==> src/power_mode_pkg.sv <==
// power_mode_pkg: constants, register map and mode types for the power-mode sequencer.
// assumes one 50 MHz clock and a 32-bit avalon-mm register bus.
// How it works
// - register retention with timers on powers what timers-off powers, plus the slow clock.
// - timers-on register retention wakes on pin, tick and comparator level.
// - tick wake uses short pre-start when start field keeps fast crystal off.
// - tick wake also uses short pre-start when keep-on bit 7 is set.
// - no short pre-start if crystal was not running at entry.
// - register retention wakeup resumes execution, no system reset.
// - standby also powers program memory, data memory, regulator and fast crystal.
// - standby wakes on pin and tick plus radio and misc interrupts.
// - standby ignores the comparator level wake.
// - standby stops cpu clock, keeps io, resumes about 100 ns after wake.
// - active powers all domains, runs the cpu clock and enables the oscillators that the start field selects.
// - code 100 enters register retention, either variant.
// - timers-on variant when slow clock source selects an active source.
// - codes 000 run, 001 deep sleep, 010 and 011 memory retention.
// - slow clock source 111 means none, so timers-off retention.
// - pin, tick, comparator wake flags in bits 7:5, cleared by read or sleep.
// - status bit 3 shows clock from running fast crystal.
package power_mode_pkg;
  localparam int unsigned CLK_HZ = 50_000_000;
  localparam int unsigned STANDBY_RESUME_NS = 100;
  localparam int unsigned STANDBY_CYC = STANDBY_RESUME_NS * (CLK_HZ / 1_000_000) / 1_000;
  localparam int unsigned START_US = 100;
  localparam int unsigned START_CYC = START_US * (CLK_HZ / 1_000_000);
  localparam int unsigned SHORT_PRESTART_CYC = 4;
  localparam int unsigned CNT_W = 16;
  localparam int unsigned ADDR_W = 5;
  // byte offsets
  localparam logic [4:0] SLEEP_CMD_OFS = 5'h00;
  localparam logic [4:0] CLK_SETUP_OFS = 5'h04;
  localparam logic [4:0] SLOW_SRC_OFS = 5'h08;
  localparam logic [4:0] IRQ_STATUS_OFS = 5'h0C;
  localparam logic [4:0] IRQ_MASK_OFS = 5'h10;
  localparam logic [4:0] MODE_OFS = 5'h14;
  // sleep command codes
  localparam logic [2:0] CMD_RUN = 3'h0;
  localparam logic [2:0] CMD_DEEP = 3'h1;
  localparam logic [2:0] CMD_MEM_OFF = 3'h2;
  localparam logic [2:0] CMD_MEM_ON = 3'h3;
  localparam logic [2:0] CMD_REG_RET = 3'h4;
  localparam logic [2:0] CMD_STANDBY = 3'h5;
  // fields
  localparam int unsigned WAKE_PIN_BIT = 7;
  localparam int unsigned WAKE_TICK_BIT = 6;
  localparam int unsigned WAKE_COMP_BIT = 5;
  localparam int unsigned KEEP_XTAL_BIT = 7;
  localparam int unsigned OSC_START_HI = 5;
  localparam int unsigned OSC_START_LO = 4;
  localparam logic [1:0] OSC_START_BOTH = 2'h0;
  localparam logic [1:0] OSC_START_RC = 2'h1;
  localparam logic [1:0] OSC_START_XTAL = 2'h2;
  localparam int unsigned XTAL_ACT_BIT = 3;
  localparam int unsigned SLOW_READY_BIT = 6;
  localparam logic [2:0] SLOW_SRC_NONE = 3'h7;
  localparam logic [7:0] CLK_SETUP_RST = 8'h00;
  localparam logic [2:0] SLOW_SRC_RST = 3'h7;
  localparam int unsigned IRQ_WAKE_BIT = 0;
  localparam int unsigned IRQ_SLEEP_BIT = 1;
  localparam int unsigned IRQ_W = 2;
  localparam int unsigned SYNC_W = 7;

  typedef enum logic [2:0] {
    MODE_ACTIVE, MODE_DEEP, MODE_MEM_OFF, MODE_MEM_ON, MODE_REG_OFF, MODE_REG_ON, MODE_STANDBY, MODE_WAKING
  } mode_t;
endpackage

==> src/input_sync.sv <==
// input_sync: three-stage synchroniser for asynchronous levels.
// assumes inputs change slowly compared with the clock.
`timescale 1ns/1ps
module input_sync #(
  parameter int unsigned W = 1
) (
  input wire logic ref_clk_i,
  input wire logic rst_b_i,
  input wire logic [W-1:0] async_i,
  output logic [W-1:0] level_o
);
  typedef struct packed {
    logic [W-1:0] s1;
    logic [W-1:0] s2;
    logic [W-1:0] s3;
    logic [W-1:0] level;
  } sync_state_t;

  sync_state_t st, next_st;

  always_comb begin
    next_st = st;
    next_st.s1 = async_i;
    next_st.s2 = st.s1;
    next_st.s3 = st.s2;
    // a bit only changes once the second and third stages agree
    for (int i = 0; i < W; i++) begin
      if (st.s2[i] == st.s3[i]) begin
        next_st.level[i] = st.s3[i];
      end
    end
  end

  always_ff @(posedge ref_clk_i or negedge rst_b_i) begin
    if (!rst_b_i) begin
      st <= '0;
    end else begin
      st <= next_st;
    end
  end

  assign level_o = st.level;
endmodule

==> src/startup_timer.sv <==
// startup_timer: down counter that times a wake start-up, pulses done at the end.
// assumes load is a single-cycle pulse; a new load restarts the count.
`timescale 1ns/1ps
module startup_timer (
  input wire logic ref_clk_i,
  input wire logic rst_b_i,
  input wire logic load_i,
  input wire logic [power_mode_pkg::CNT_W-1:0] count_i,
  output logic done_o
);
  typedef struct packed {
    logic busy;
    logic done;
    logic [power_mode_pkg::CNT_W-1:0] cnt;
  } timer_state_t;

  timer_state_t st, next_st;

  always_comb begin
    next_st = st;
    next_st.done = 1'b0;
    if (load_i) begin
      next_st.busy = 1'b1;
      next_st.cnt = count_i;
    end else if (st.busy) begin
      if (st.cnt <= power_mode_pkg::CNT_W'(1)) begin
        next_st.busy = 1'b0;
        next_st.done = 1'b1;
      end else begin
        next_st.cnt = st.cnt - power_mode_pkg::CNT_W'(1);
      end
    end
  end

  always_ff @(posedge ref_clk_i or negedge rst_b_i) begin
    if (!rst_b_i) begin
      st <= '0;
    end else begin
      st <= next_st;
    end
  end

  assign done_o = st.done;
endmodule

==> src/power_mode_sequencer.sv <==
// power_mode_sequencer: power-down entry, wake selection, start-up timing and power enables.
// assumes wake pins and oscillator status arrive asynchronously; registers over avalon-mm.
`timescale 1ns/1ps
module power_mode_sequencer #(
  parameter int unsigned START_CYC = power_mode_pkg::START_CYC
) (
  input wire logic ref_clk_i,
  input wire logic rst_b_i,
  input wire logic [power_mode_pkg::ADDR_W-1:0] avs_address_i,
  input wire logic avs_read_i,
  input wire logic avs_write_i,
  input wire logic [31:0] avs_writedata_i,
  input wire logic [3:0] avs_byteenable_i,
  output logic [31:0] avs_readdata_o,
  output logic avs_waitrequest_o,
  input wire logic wake_pin_i,
  input wire logic tick_i,
  input wire logic comp_level_i,
  input wire logic radio_irq_i,
  input wire logic misc_irq_a_i,
  input wire logic fast_crystal_running_i,
  input wire logic slow_clock_ready_i,
  output logic cpu_clk_en_o,
  output logic cpu_reset_req_o,
  output logic retention_pwr_o,
  output logic register_pwr_o,
  output logic memory_pwr_o,
  output logic voltage_regulator_en_o,
  output logic slow_clock_en_o,
  output logic fast_crystal_osc_en_o,
  output logic fast_rc_osc_en_o,
  output logic [2:0] mode_o,
  output logic irq_o
);
  typedef struct packed {
    logic wait_n;
    logic [31:0] rdata;
    power_mode_pkg::mode_t mode;
    logic wake_to_reset;
    logic xtal_at_entry;
    logic [7:0] clk_setup;
    logic [2:0] slow_src;
    logic [7:5] wake_flags;
    logic [power_mode_pkg::IRQ_W-1:0] irq_status;
    logic [power_mode_pkg::IRQ_W-1:0] irq_mask;
    logic irq;
    logic reset_req;
    logic cpu_clk_en;
    logic retention_pwr;
    logic register_pwr;
    logic memory_pwr;
    logic voltage_regulator_en;
    logic slow_clk_en;
    logic xtal_en;
    logic rc_en;
  } seq_state_t;

  localparam logic [power_mode_pkg::CNT_W-1:0] LONG_CNT = power_mode_pkg::CNT_W'(START_CYC);
  localparam logic [power_mode_pkg::CNT_W-1:0] SHORT_CNT = power_mode_pkg::CNT_W'(power_mode_pkg::SHORT_PRESTART_CYC);
  localparam logic [power_mode_pkg::CNT_W-1:0] STBY_CNT = power_mode_pkg::CNT_W'(power_mode_pkg::STANDBY_CYC);

  seq_state_t st, next_st;
  logic [power_mode_pkg::SYNC_W-1:0] sync_lv;
  logic pin_w, tick_w, comp_w, radio_w, misc_w, xtal_run, slow_rdy;
  logic tmr_load;
  logic [power_mode_pkg::CNT_W-1:0] tmr_count;
  logic tmr_done;
  logic req, take, wr_take, rd_take;

  input_sync #(.W(power_mode_pkg::SYNC_W)) u_sync (
    .ref_clk_i(ref_clk_i),
    .rst_b_i(rst_b_i),
    .async_i({slow_clock_ready_i, fast_crystal_running_i, misc_irq_a_i, radio_irq_i, comp_level_i, tick_i, wake_pin_i}),
    .level_o(sync_lv)
  );

  assign {slow_rdy, xtal_run, misc_w, radio_w, comp_w, tick_w, pin_w} = sync_lv;

  startup_timer u_timer (
    .ref_clk_i(ref_clk_i),
    .rst_b_i(rst_b_i),
    .load_i(tmr_load),
    .count_i(tmr_count),
    .done_o(tmr_done)
  );

  // register address helper: matches the offset only; wr_take adds byte lane 0, which carries the 8-bit registers
  function automatic logic hit(input logic [power_mode_pkg::ADDR_W-1:0] a, input logic [4:0] ofs);
    hit = (a == ofs);
  endfunction

  // short pre-start only when the start field is neither both nor crystal, or the crystal stays on, and it was running at entry
  function automatic logic short_prestart(input logic [7:0] cs, input logic xtal_entry);
    logic [1:0] start;
    start = cs[power_mode_pkg::OSC_START_HI:power_mode_pkg::OSC_START_LO];
    short_prestart = xtal_entry &&
      ((start != power_mode_pkg::OSC_START_BOTH && start != power_mode_pkg::OSC_START_XTAL) ||
       cs[power_mode_pkg::KEEP_XTAL_BIT]);
  endfunction

  assign req = avs_read_i | avs_write_i;
  assign take = req & st.wait_n;
  assign wr_take = take & avs_write_i & avs_byteenable_i[0];
  assign rd_take = take & avs_read_i;

  always_comb begin
    logic [7:0] rd;
    logic wake_any;
    logic [7:5] cause;
    logic xtal_keep;
    rd = 8'h00;
    wake_any = 1'b0;
    cause = 3'h0;
    xtal_keep = st.clk_setup[power_mode_pkg::KEEP_XTAL_BIT];
    next_st = st;
    tmr_load = 1'b0;
    tmr_count = LONG_CNT;
    next_st.reset_req = 1'b0;

    // bus: wait one cycle, then answer at the edge where waitrequest is low
    next_st.wait_n = req & ~st.wait_n;
    if (req && !st.wait_n) begin
      case (avs_address_i)
        power_mode_pkg::SLEEP_CMD_OFS: rd = {st.wake_flags, 5'h00};
        power_mode_pkg::CLK_SETUP_OFS: rd = st.clk_setup;
        power_mode_pkg::SLOW_SRC_OFS: begin
          rd = {1'b0, slow_rdy, 2'h0, xtal_run, st.slow_src};
        end
        power_mode_pkg::IRQ_STATUS_OFS: rd = {6'h00, st.irq_status};
        power_mode_pkg::IRQ_MASK_OFS: rd = {6'h00, st.irq_mask};
        power_mode_pkg::MODE_OFS: rd = {5'h00, st.mode};
        default: rd = 8'h00;
      endcase
      next_st.rdata = {24'h000000, rd};
    end

    if (rd_take && hit(avs_address_i, power_mode_pkg::SLEEP_CMD_OFS)) begin
      next_st.wake_flags = 3'h0;
    end
    if (wr_take && hit(avs_address_i, power_mode_pkg::CLK_SETUP_OFS)) begin
      next_st.clk_setup = avs_writedata_i[7:0];
    end
    if (wr_take && hit(avs_address_i, power_mode_pkg::SLOW_SRC_OFS)) begin
      next_st.slow_src = avs_writedata_i[2:0];
    end
    if (wr_take && hit(avs_address_i, power_mode_pkg::IRQ_MASK_OFS)) begin
      next_st.irq_mask = avs_writedata_i[power_mode_pkg::IRQ_W-1:0];
    end
    if (wr_take && hit(avs_address_i, power_mode_pkg::IRQ_STATUS_OFS)) begin
      next_st.irq_status = st.irq_status & ~avs_writedata_i[power_mode_pkg::IRQ_W-1:0];
    end

    case (st.mode)
      power_mode_pkg::MODE_ACTIVE: begin
        // software is expected to have the fast rc oscillator running before deep sleep
        if (wr_take && hit(avs_address_i, power_mode_pkg::SLEEP_CMD_OFS)) begin
          next_st.xtal_at_entry = xtal_run;
          case (avs_writedata_i[2:0])
            power_mode_pkg::CMD_RUN: next_st.mode = power_mode_pkg::MODE_ACTIVE;
            power_mode_pkg::CMD_DEEP: next_st.mode = power_mode_pkg::MODE_DEEP;
            power_mode_pkg::CMD_MEM_OFF: next_st.mode = power_mode_pkg::MODE_MEM_OFF;
            power_mode_pkg::CMD_MEM_ON: next_st.mode = power_mode_pkg::MODE_MEM_ON;
            power_mode_pkg::CMD_REG_RET: begin
              if (st.slow_src != power_mode_pkg::SLOW_SRC_NONE) begin
                next_st.mode = power_mode_pkg::MODE_REG_ON;
              end else begin
                next_st.mode = power_mode_pkg::MODE_REG_OFF;
              end
            end
            power_mode_pkg::CMD_STANDBY: next_st.mode = power_mode_pkg::MODE_STANDBY;
            default: next_st.mode = power_mode_pkg::MODE_ACTIVE;
          endcase
          if (avs_writedata_i[2:0] != power_mode_pkg::CMD_RUN) begin
            next_st.wake_flags = 3'h0;
            next_st.irq_status[power_mode_pkg::IRQ_SLEEP_BIT] = 1'b1;
          end
        end
      end
      power_mode_pkg::MODE_DEEP, power_mode_pkg::MODE_MEM_OFF, power_mode_pkg::MODE_REG_OFF: begin
        cause[power_mode_pkg::WAKE_PIN_BIT] = pin_w;
        wake_any = pin_w;
        tmr_count = LONG_CNT;
      end
      power_mode_pkg::MODE_MEM_ON, power_mode_pkg::MODE_REG_ON: begin
        cause = {pin_w, tick_w, comp_w};
        wake_any = pin_w | tick_w | comp_w;
        if (st.mode == power_mode_pkg::MODE_REG_ON && tick_w && !pin_w &&
            short_prestart(st.clk_setup, st.xtal_at_entry)) begin
          tmr_count = SHORT_CNT;
        end else begin
          tmr_count = LONG_CNT;
        end
      end
      power_mode_pkg::MODE_STANDBY: begin
        // comparator level is deliberately not a standby wake source
        cause = {pin_w, tick_w, 1'b0};
        wake_any = pin_w | tick_w | radio_w | misc_w;
        tmr_count = STBY_CNT;
      end
      power_mode_pkg::MODE_WAKING: begin
        if (tmr_done) begin
          next_st.mode = power_mode_pkg::MODE_ACTIVE;
          next_st.reset_req = st.wake_to_reset;
        end
      end
      default: next_st.mode = power_mode_pkg::MODE_ACTIVE;
    endcase

    if (wake_any) begin
      tmr_load = 1'b1;
      next_st.mode = power_mode_pkg::MODE_WAKING;
      // only the memory retention and deep modes lose cpu state
      next_st.wake_to_reset = (st.mode == power_mode_pkg::MODE_DEEP) ||
        (st.mode == power_mode_pkg::MODE_MEM_OFF) || (st.mode == power_mode_pkg::MODE_MEM_ON);
      next_st.wake_flags = next_st.wake_flags | cause;
      next_st.irq_status[power_mode_pkg::IRQ_WAKE_BIT] = 1'b1;
    end

    // power enables follow the next mode so each output leaves a flip-flop
    next_st.retention_pwr = (next_st.mode != power_mode_pkg::MODE_DEEP);
    next_st.cpu_clk_en = (next_st.mode == power_mode_pkg::MODE_ACTIVE);
    next_st.slow_clk_en = (next_st.mode != power_mode_pkg::MODE_DEEP) &&
      (next_st.mode != power_mode_pkg::MODE_MEM_OFF) && (next_st.mode != power_mode_pkg::MODE_REG_OFF);
    case (next_st.mode)
      power_mode_pkg::MODE_REG_OFF, power_mode_pkg::MODE_REG_ON: begin
        // both retention variants keep the same domains here; only the slow clock enable, set above, differs
        next_st.register_pwr = 1'b1;
        next_st.memory_pwr = 1'b0;
        next_st.voltage_regulator_en = 1'b0;
        next_st.xtal_en = xtal_keep;
        next_st.rc_en = 1'b0;
      end
      power_mode_pkg::MODE_STANDBY: begin
        next_st.register_pwr = 1'b1;
        next_st.memory_pwr = 1'b1;
        next_st.voltage_regulator_en = 1'b1;
        next_st.xtal_en = 1'b1;
        next_st.rc_en = 1'b0;
      end
      power_mode_pkg::MODE_ACTIVE, power_mode_pkg::MODE_WAKING: begin
        next_st.register_pwr = 1'b1;
        next_st.memory_pwr = 1'b1;
        next_st.voltage_regulator_en = 1'b1;
        next_st.xtal_en = (st.clk_setup[power_mode_pkg::OSC_START_HI:power_mode_pkg::OSC_START_LO] !=
          power_mode_pkg::OSC_START_RC);
        next_st.rc_en = (st.clk_setup[power_mode_pkg::OSC_START_HI:power_mode_pkg::OSC_START_LO] !=
          power_mode_pkg::OSC_START_XTAL);
      end
      default: begin
        next_st.register_pwr = 1'b0;
        next_st.memory_pwr = 1'b0;
        next_st.voltage_regulator_en = 1'b0;
        next_st.xtal_en = 1'b0;
        next_st.rc_en = 1'b0;
      end
    endcase
    next_st.irq = |(next_st.irq_status & next_st.irq_mask);
  end

  always_ff @(posedge ref_clk_i or negedge rst_b_i) begin
    if (!rst_b_i) begin
      st <= '0;
      st.mode <= power_mode_pkg::MODE_ACTIVE;
      st.clk_setup <= power_mode_pkg::CLK_SETUP_RST;
      st.slow_src <= power_mode_pkg::SLOW_SRC_RST;
      st.cpu_clk_en <= 1'b1;
      st.retention_pwr <= 1'b1;
      st.register_pwr <= 1'b1;
      st.memory_pwr <= 1'b1;
      st.voltage_regulator_en <= 1'b1;
      st.slow_clk_en <= 1'b1;
      st.xtal_en <= 1'b1;
      st.rc_en <= 1'b1;
    end else begin
      st <= next_st;
    end
  end

  // the cpu clock enable has its own flip-flop so the gate never sees a decode glitch
  assign cpu_clk_en_o = st.cpu_clk_en;
  assign avs_readdata_o = st.rdata;
  assign avs_waitrequest_o = ~st.wait_n;
  assign cpu_reset_req_o = st.reset_req;
  assign retention_pwr_o = st.retention_pwr;
  assign register_pwr_o = st.register_pwr;
  assign memory_pwr_o = st.memory_pwr;
  assign voltage_regulator_en_o = st.voltage_regulator_en;
  assign slow_clock_en_o = st.slow_clk_en;
  assign fast_crystal_osc_en_o = st.xtal_en;
  assign fast_rc_osc_en_o = st.rc_en;
  assign mode_o = st.mode;
  assign irq_o = st.irq;
endmodule

==> config.mk <==
export PLATFORM = sky130hd
export DESIGN_NAME = power_mode_sequencer
export DESIGN_NICKNAME = d
export VERILOG_FILES = /design/src/power_mode_pkg.sv /design/src/input_sync.sv /design/src/startup_timer.sv /design/src/power_mode_sequencer.sv
export SDC_FILE = /design/constraint.sdc
export NUM_CORES = 1
export LEC_CHECK = 0
export ABC_AREA = 1
export BUFFER_PORTS_ARGS = -buffer_cell sky130_fd_sc_hd__buf_2
export CAP_MARGIN = 25
export CORE_MARGIN = 2
export CORE_UTILIZATION = 37
export DETAILED_ROUTE_END_ITERATION = 16
export PLACE_DENSITY = 0.7
export SETUP_SLACK_MARGIN = 0.15
export SYNTH_ARGS = -nofsm -noshare
export SYNTH_HDL_FRONTEND = slang
export SYNTH_SLANG_ARGS = --single-unit
==> constraint.sdc <==
create_clock -name ref_clk_i -period 2.75 [get_ports ref_clk_i]
set_input_delay 0.4125 -clock ref_clk_i [delete_from_list [all_inputs] [get_ports ref_clk_i]]
set_output_delay 0.4125 -clock ref_clk_i [all_outputs]
set_load 0.01 [all_outputs]
==> impl_results.md <==
- Final worst path period share: 74.5%
- Vias in the first global route: 2,940
- First-pass GRT wire length: 13.5 mm
- Core ar.: 0.0108 sq mm
- Fmax: 488 MHz
- Top-level port count: 98
- Worst-Skew Late Latency: 0.35 ns
- Number of synthesized register bits: 87
- Status: complete, no violations
- Hold_buf cts: 0
- Number of cell rows: 38
- Req. time, crit path: 3.02 ns
- Flop-to-flop setup slack: 0.70 ns
- Setup Total Neg Slack: 0 ns
- Post-synth cell types: 36
- ANT cells: 0
- RR Endpoint: u_timer.st[2]
- Max-cap check violation count: 0
- Global Route Usage Sum: 14.3%
- Commonest non-fill, non-tap cell in the layout: nand2_1
- Top-area cell type share of the netlist area: 46.7%
- Post-synthesis sequential area ratio: 53.1%
- Slew Limit Fails: 0
- Final setup vio count: 0
- Fin area: 0.00459 sq mm
- H-tree depth: 3
- Worst Path Max Fanout: 18
- Maximum number of pins on one net before global-route repair: 51
- Final nets: 562
- Synth area leader: dfrtp_1
- Setup Skew: 0.0135 ns
- Initial Util: 38.0%
- Worst R2R Path Depth: 13
- Worst-path clk slew: 0.09 ns
- Total iterations of the first detailed-routing run: 5
- Placed inst area: 0.00433 sq mm
- Root buffer cell: clkbuf_8
- Per-cell routed wire length: 12.1 microns
- WS Path Type: register to register
- Layout Cells excl Fill: 653
- Vias/cell: 4.76
- Post_cts resized: 0
- Chip Width: 110 microns
- Pleak: 2.32 nW
- GP Congestion: 0.924
- Post-synthesis average cell area: 8.83 sq um
- CTS max path bufs: 2
- Power density over cell area: 574 mW/mm^2
- Die Height: 110 microns
- Slew HR: 56.4%
- Sink Count: 87
- Area of the mapped netlist: 0.00412 sq mm
- Worst slew pin tran: 0.650 ns
- DRT Wirelength: 7.87 mm
- Post-CTS setup buffers: 0
- CTS tree: done
- Max VDD drop: 0.300 mV
- Initial antenna violation count: 0
- Total CTS buffers: 9
- Synth warn: 0
- Hold Slack: 0.00955 ns
- Setup crit end kind: register
- Initial DRC Count: 188
- Crit path launch type: register
- Drt drc: 0
- RSZ-0062 raised after global routing: no
- Ranking of synthesized cells by area: dfrtp_1 47%, nand2_1 9.6%, buf_4 6.7%
- Vias: 3,111
- Layout area overhead: 11.3%
- Tmin final: 2.05 ns
- Hold Fails Final Rpt: 0
- Layout cells sized above 1: 19.5%
- Gate Count Post-Synth: 467
- ANT nets after route: 0
- Data arrival, critical path: 2.32 ns
- Post-Place Cells: 637
- FF-to-FF Start: mode_o[1]
- Port buffer count: 46
- Total gr overflow: 0
- Commonest non-fill, non-tap cells in the layout: 106 x nand2_1, 77 x dfrtp_1, 45 x buf_2
- DP HPWL: 5.88 mm
- Die area: 0.0120 sq mm
- Min-Delay Path Class: input pin to asynchronous set/reset pin
-- cell families after synthesis --
family | count (synthesis) | share of synthesized area (%)
other | 1 | 0.0909
buffers and inverters | 89 | 11.8
adder cells (fa/ha/maj) | 9 | 2.31
XOR/XNOR | 7 | 1.49
AND/OR/NAND/NOR | 213 | 22.9
multiplexers | 3 | 0.819
AO/OA/AOI/OAI | 58 | 7.43
flip-flops | 87 | 53.1
-- synth_stat cells, drive strengths merged --
library cell,number
a22o,1
nor3b,1
nor2,50
nand2,112
ha,2
clkbuf,1
nor4,1
a21o,1
buf,39
nor3,6
xor2,6
nand4,5
mux2,3
dfrtp,77
conb,1
o31ai,2
xnor2,1
or2,1
and3,1
nand3,36
inv,48
maj3,7
a21oi,16
dfstp,10
o21ai,35
clkinv,1
o22ai,2
a21boi,1
-- cell type report --
type	count	area (sq um)
inverter	49	184
clock inverter	7	131
multi-input combinational	314	1530
sequential	87	2190
timing repair buffer	47	253
tap	140	175
fill	1060	6250
clock buffer	9	124
-- through the flow --
stage / power [mW] / utilization (%) / worst slack, ns
finish: 2.64 / 42.3 / 0.701
global route: 2.75 / 42.3 / 0.516
CTS: 2.66 / 42.3 / 0.695
detailed placement: 1.57 / 40.0 / 0.728
global placement: 1.56 / 40.0 / 0.772
floorplan: 1.51 / - / 1.06
-- where the power goes --
| group | switching, mW | internal, mW |
|---|---|---|
| logic | 0.104 | 0.0539 |
| registers | 0.0374 | 1.34 |
| clock network | 0.480 | 0.616 |
| total | 0.621 | 2.01 |
-- sequential cells by signal, summed over array words and instances, names as in the netlist --
signal and cells:
retention_pwr_o 1, u_timer.st 17, u_sync.level_o 7, cpu_clk_en_o 1, st 21, u_sync.next_st 14, register_pwr_o 1, cpu_reset_req_o 1
mode_o 3, u_timer.done_o 1, memory_pwr_o 1, avs_readdata_o 8, fast_crystal_osc_en_o 1, irq_o 1, fast_rc_osc_en_o 1, slow_clock_en_o 1
u_sync.st 7
-- worst max-delay path: stages, from the launching register on --
cell	delay, ns
dfrtp_1	0.49
nand2_2	0.14
nand2_2	0.08
nor2_2	0.14
nand2_1	0.07
nand2_1	0.07
inv_2	0.06
nand2_4	0.18
inv_2	0.15
nand2_4	0.19
nand2_1	0.13
inv_2	0.10
o21ai_0	0.08
o21ai_1	0.08
-- metal layers --
metal	global-route usage (%)	vias up	wire length, microns
met1	19.1	1461	3590
met3	3.02	10	499
met4	6.69	0	159
met5	0	-	0
met2	22.3	116	3620
li1	-	1524	-
-- worst max-delay path by stage --
| stage | startpoint | cells past startpoint | endpoint | slack, ns |
|---|---|---|---|---|
| after floorplan | u_timer.st[0] | 11 | u_timer.st[2] | 1.06 |
| after global placement | u_timer.st[0] | 11 | u_timer.st[2] | 0.77 |
| after detailed placement | mode_o[1] | 13 | u_timer.st[2] | 0.73 |
| after CTS | mode_o[1] | 13 | u_timer.st[2] | 0.70 |
| after global routing | mode_o[1] | 13 | u_timer.st[2] | 0.52 |
| final | mode_o[1] | 13 | u_timer.st[2] | 0.70 |
(Power assumes the default switching activity.)
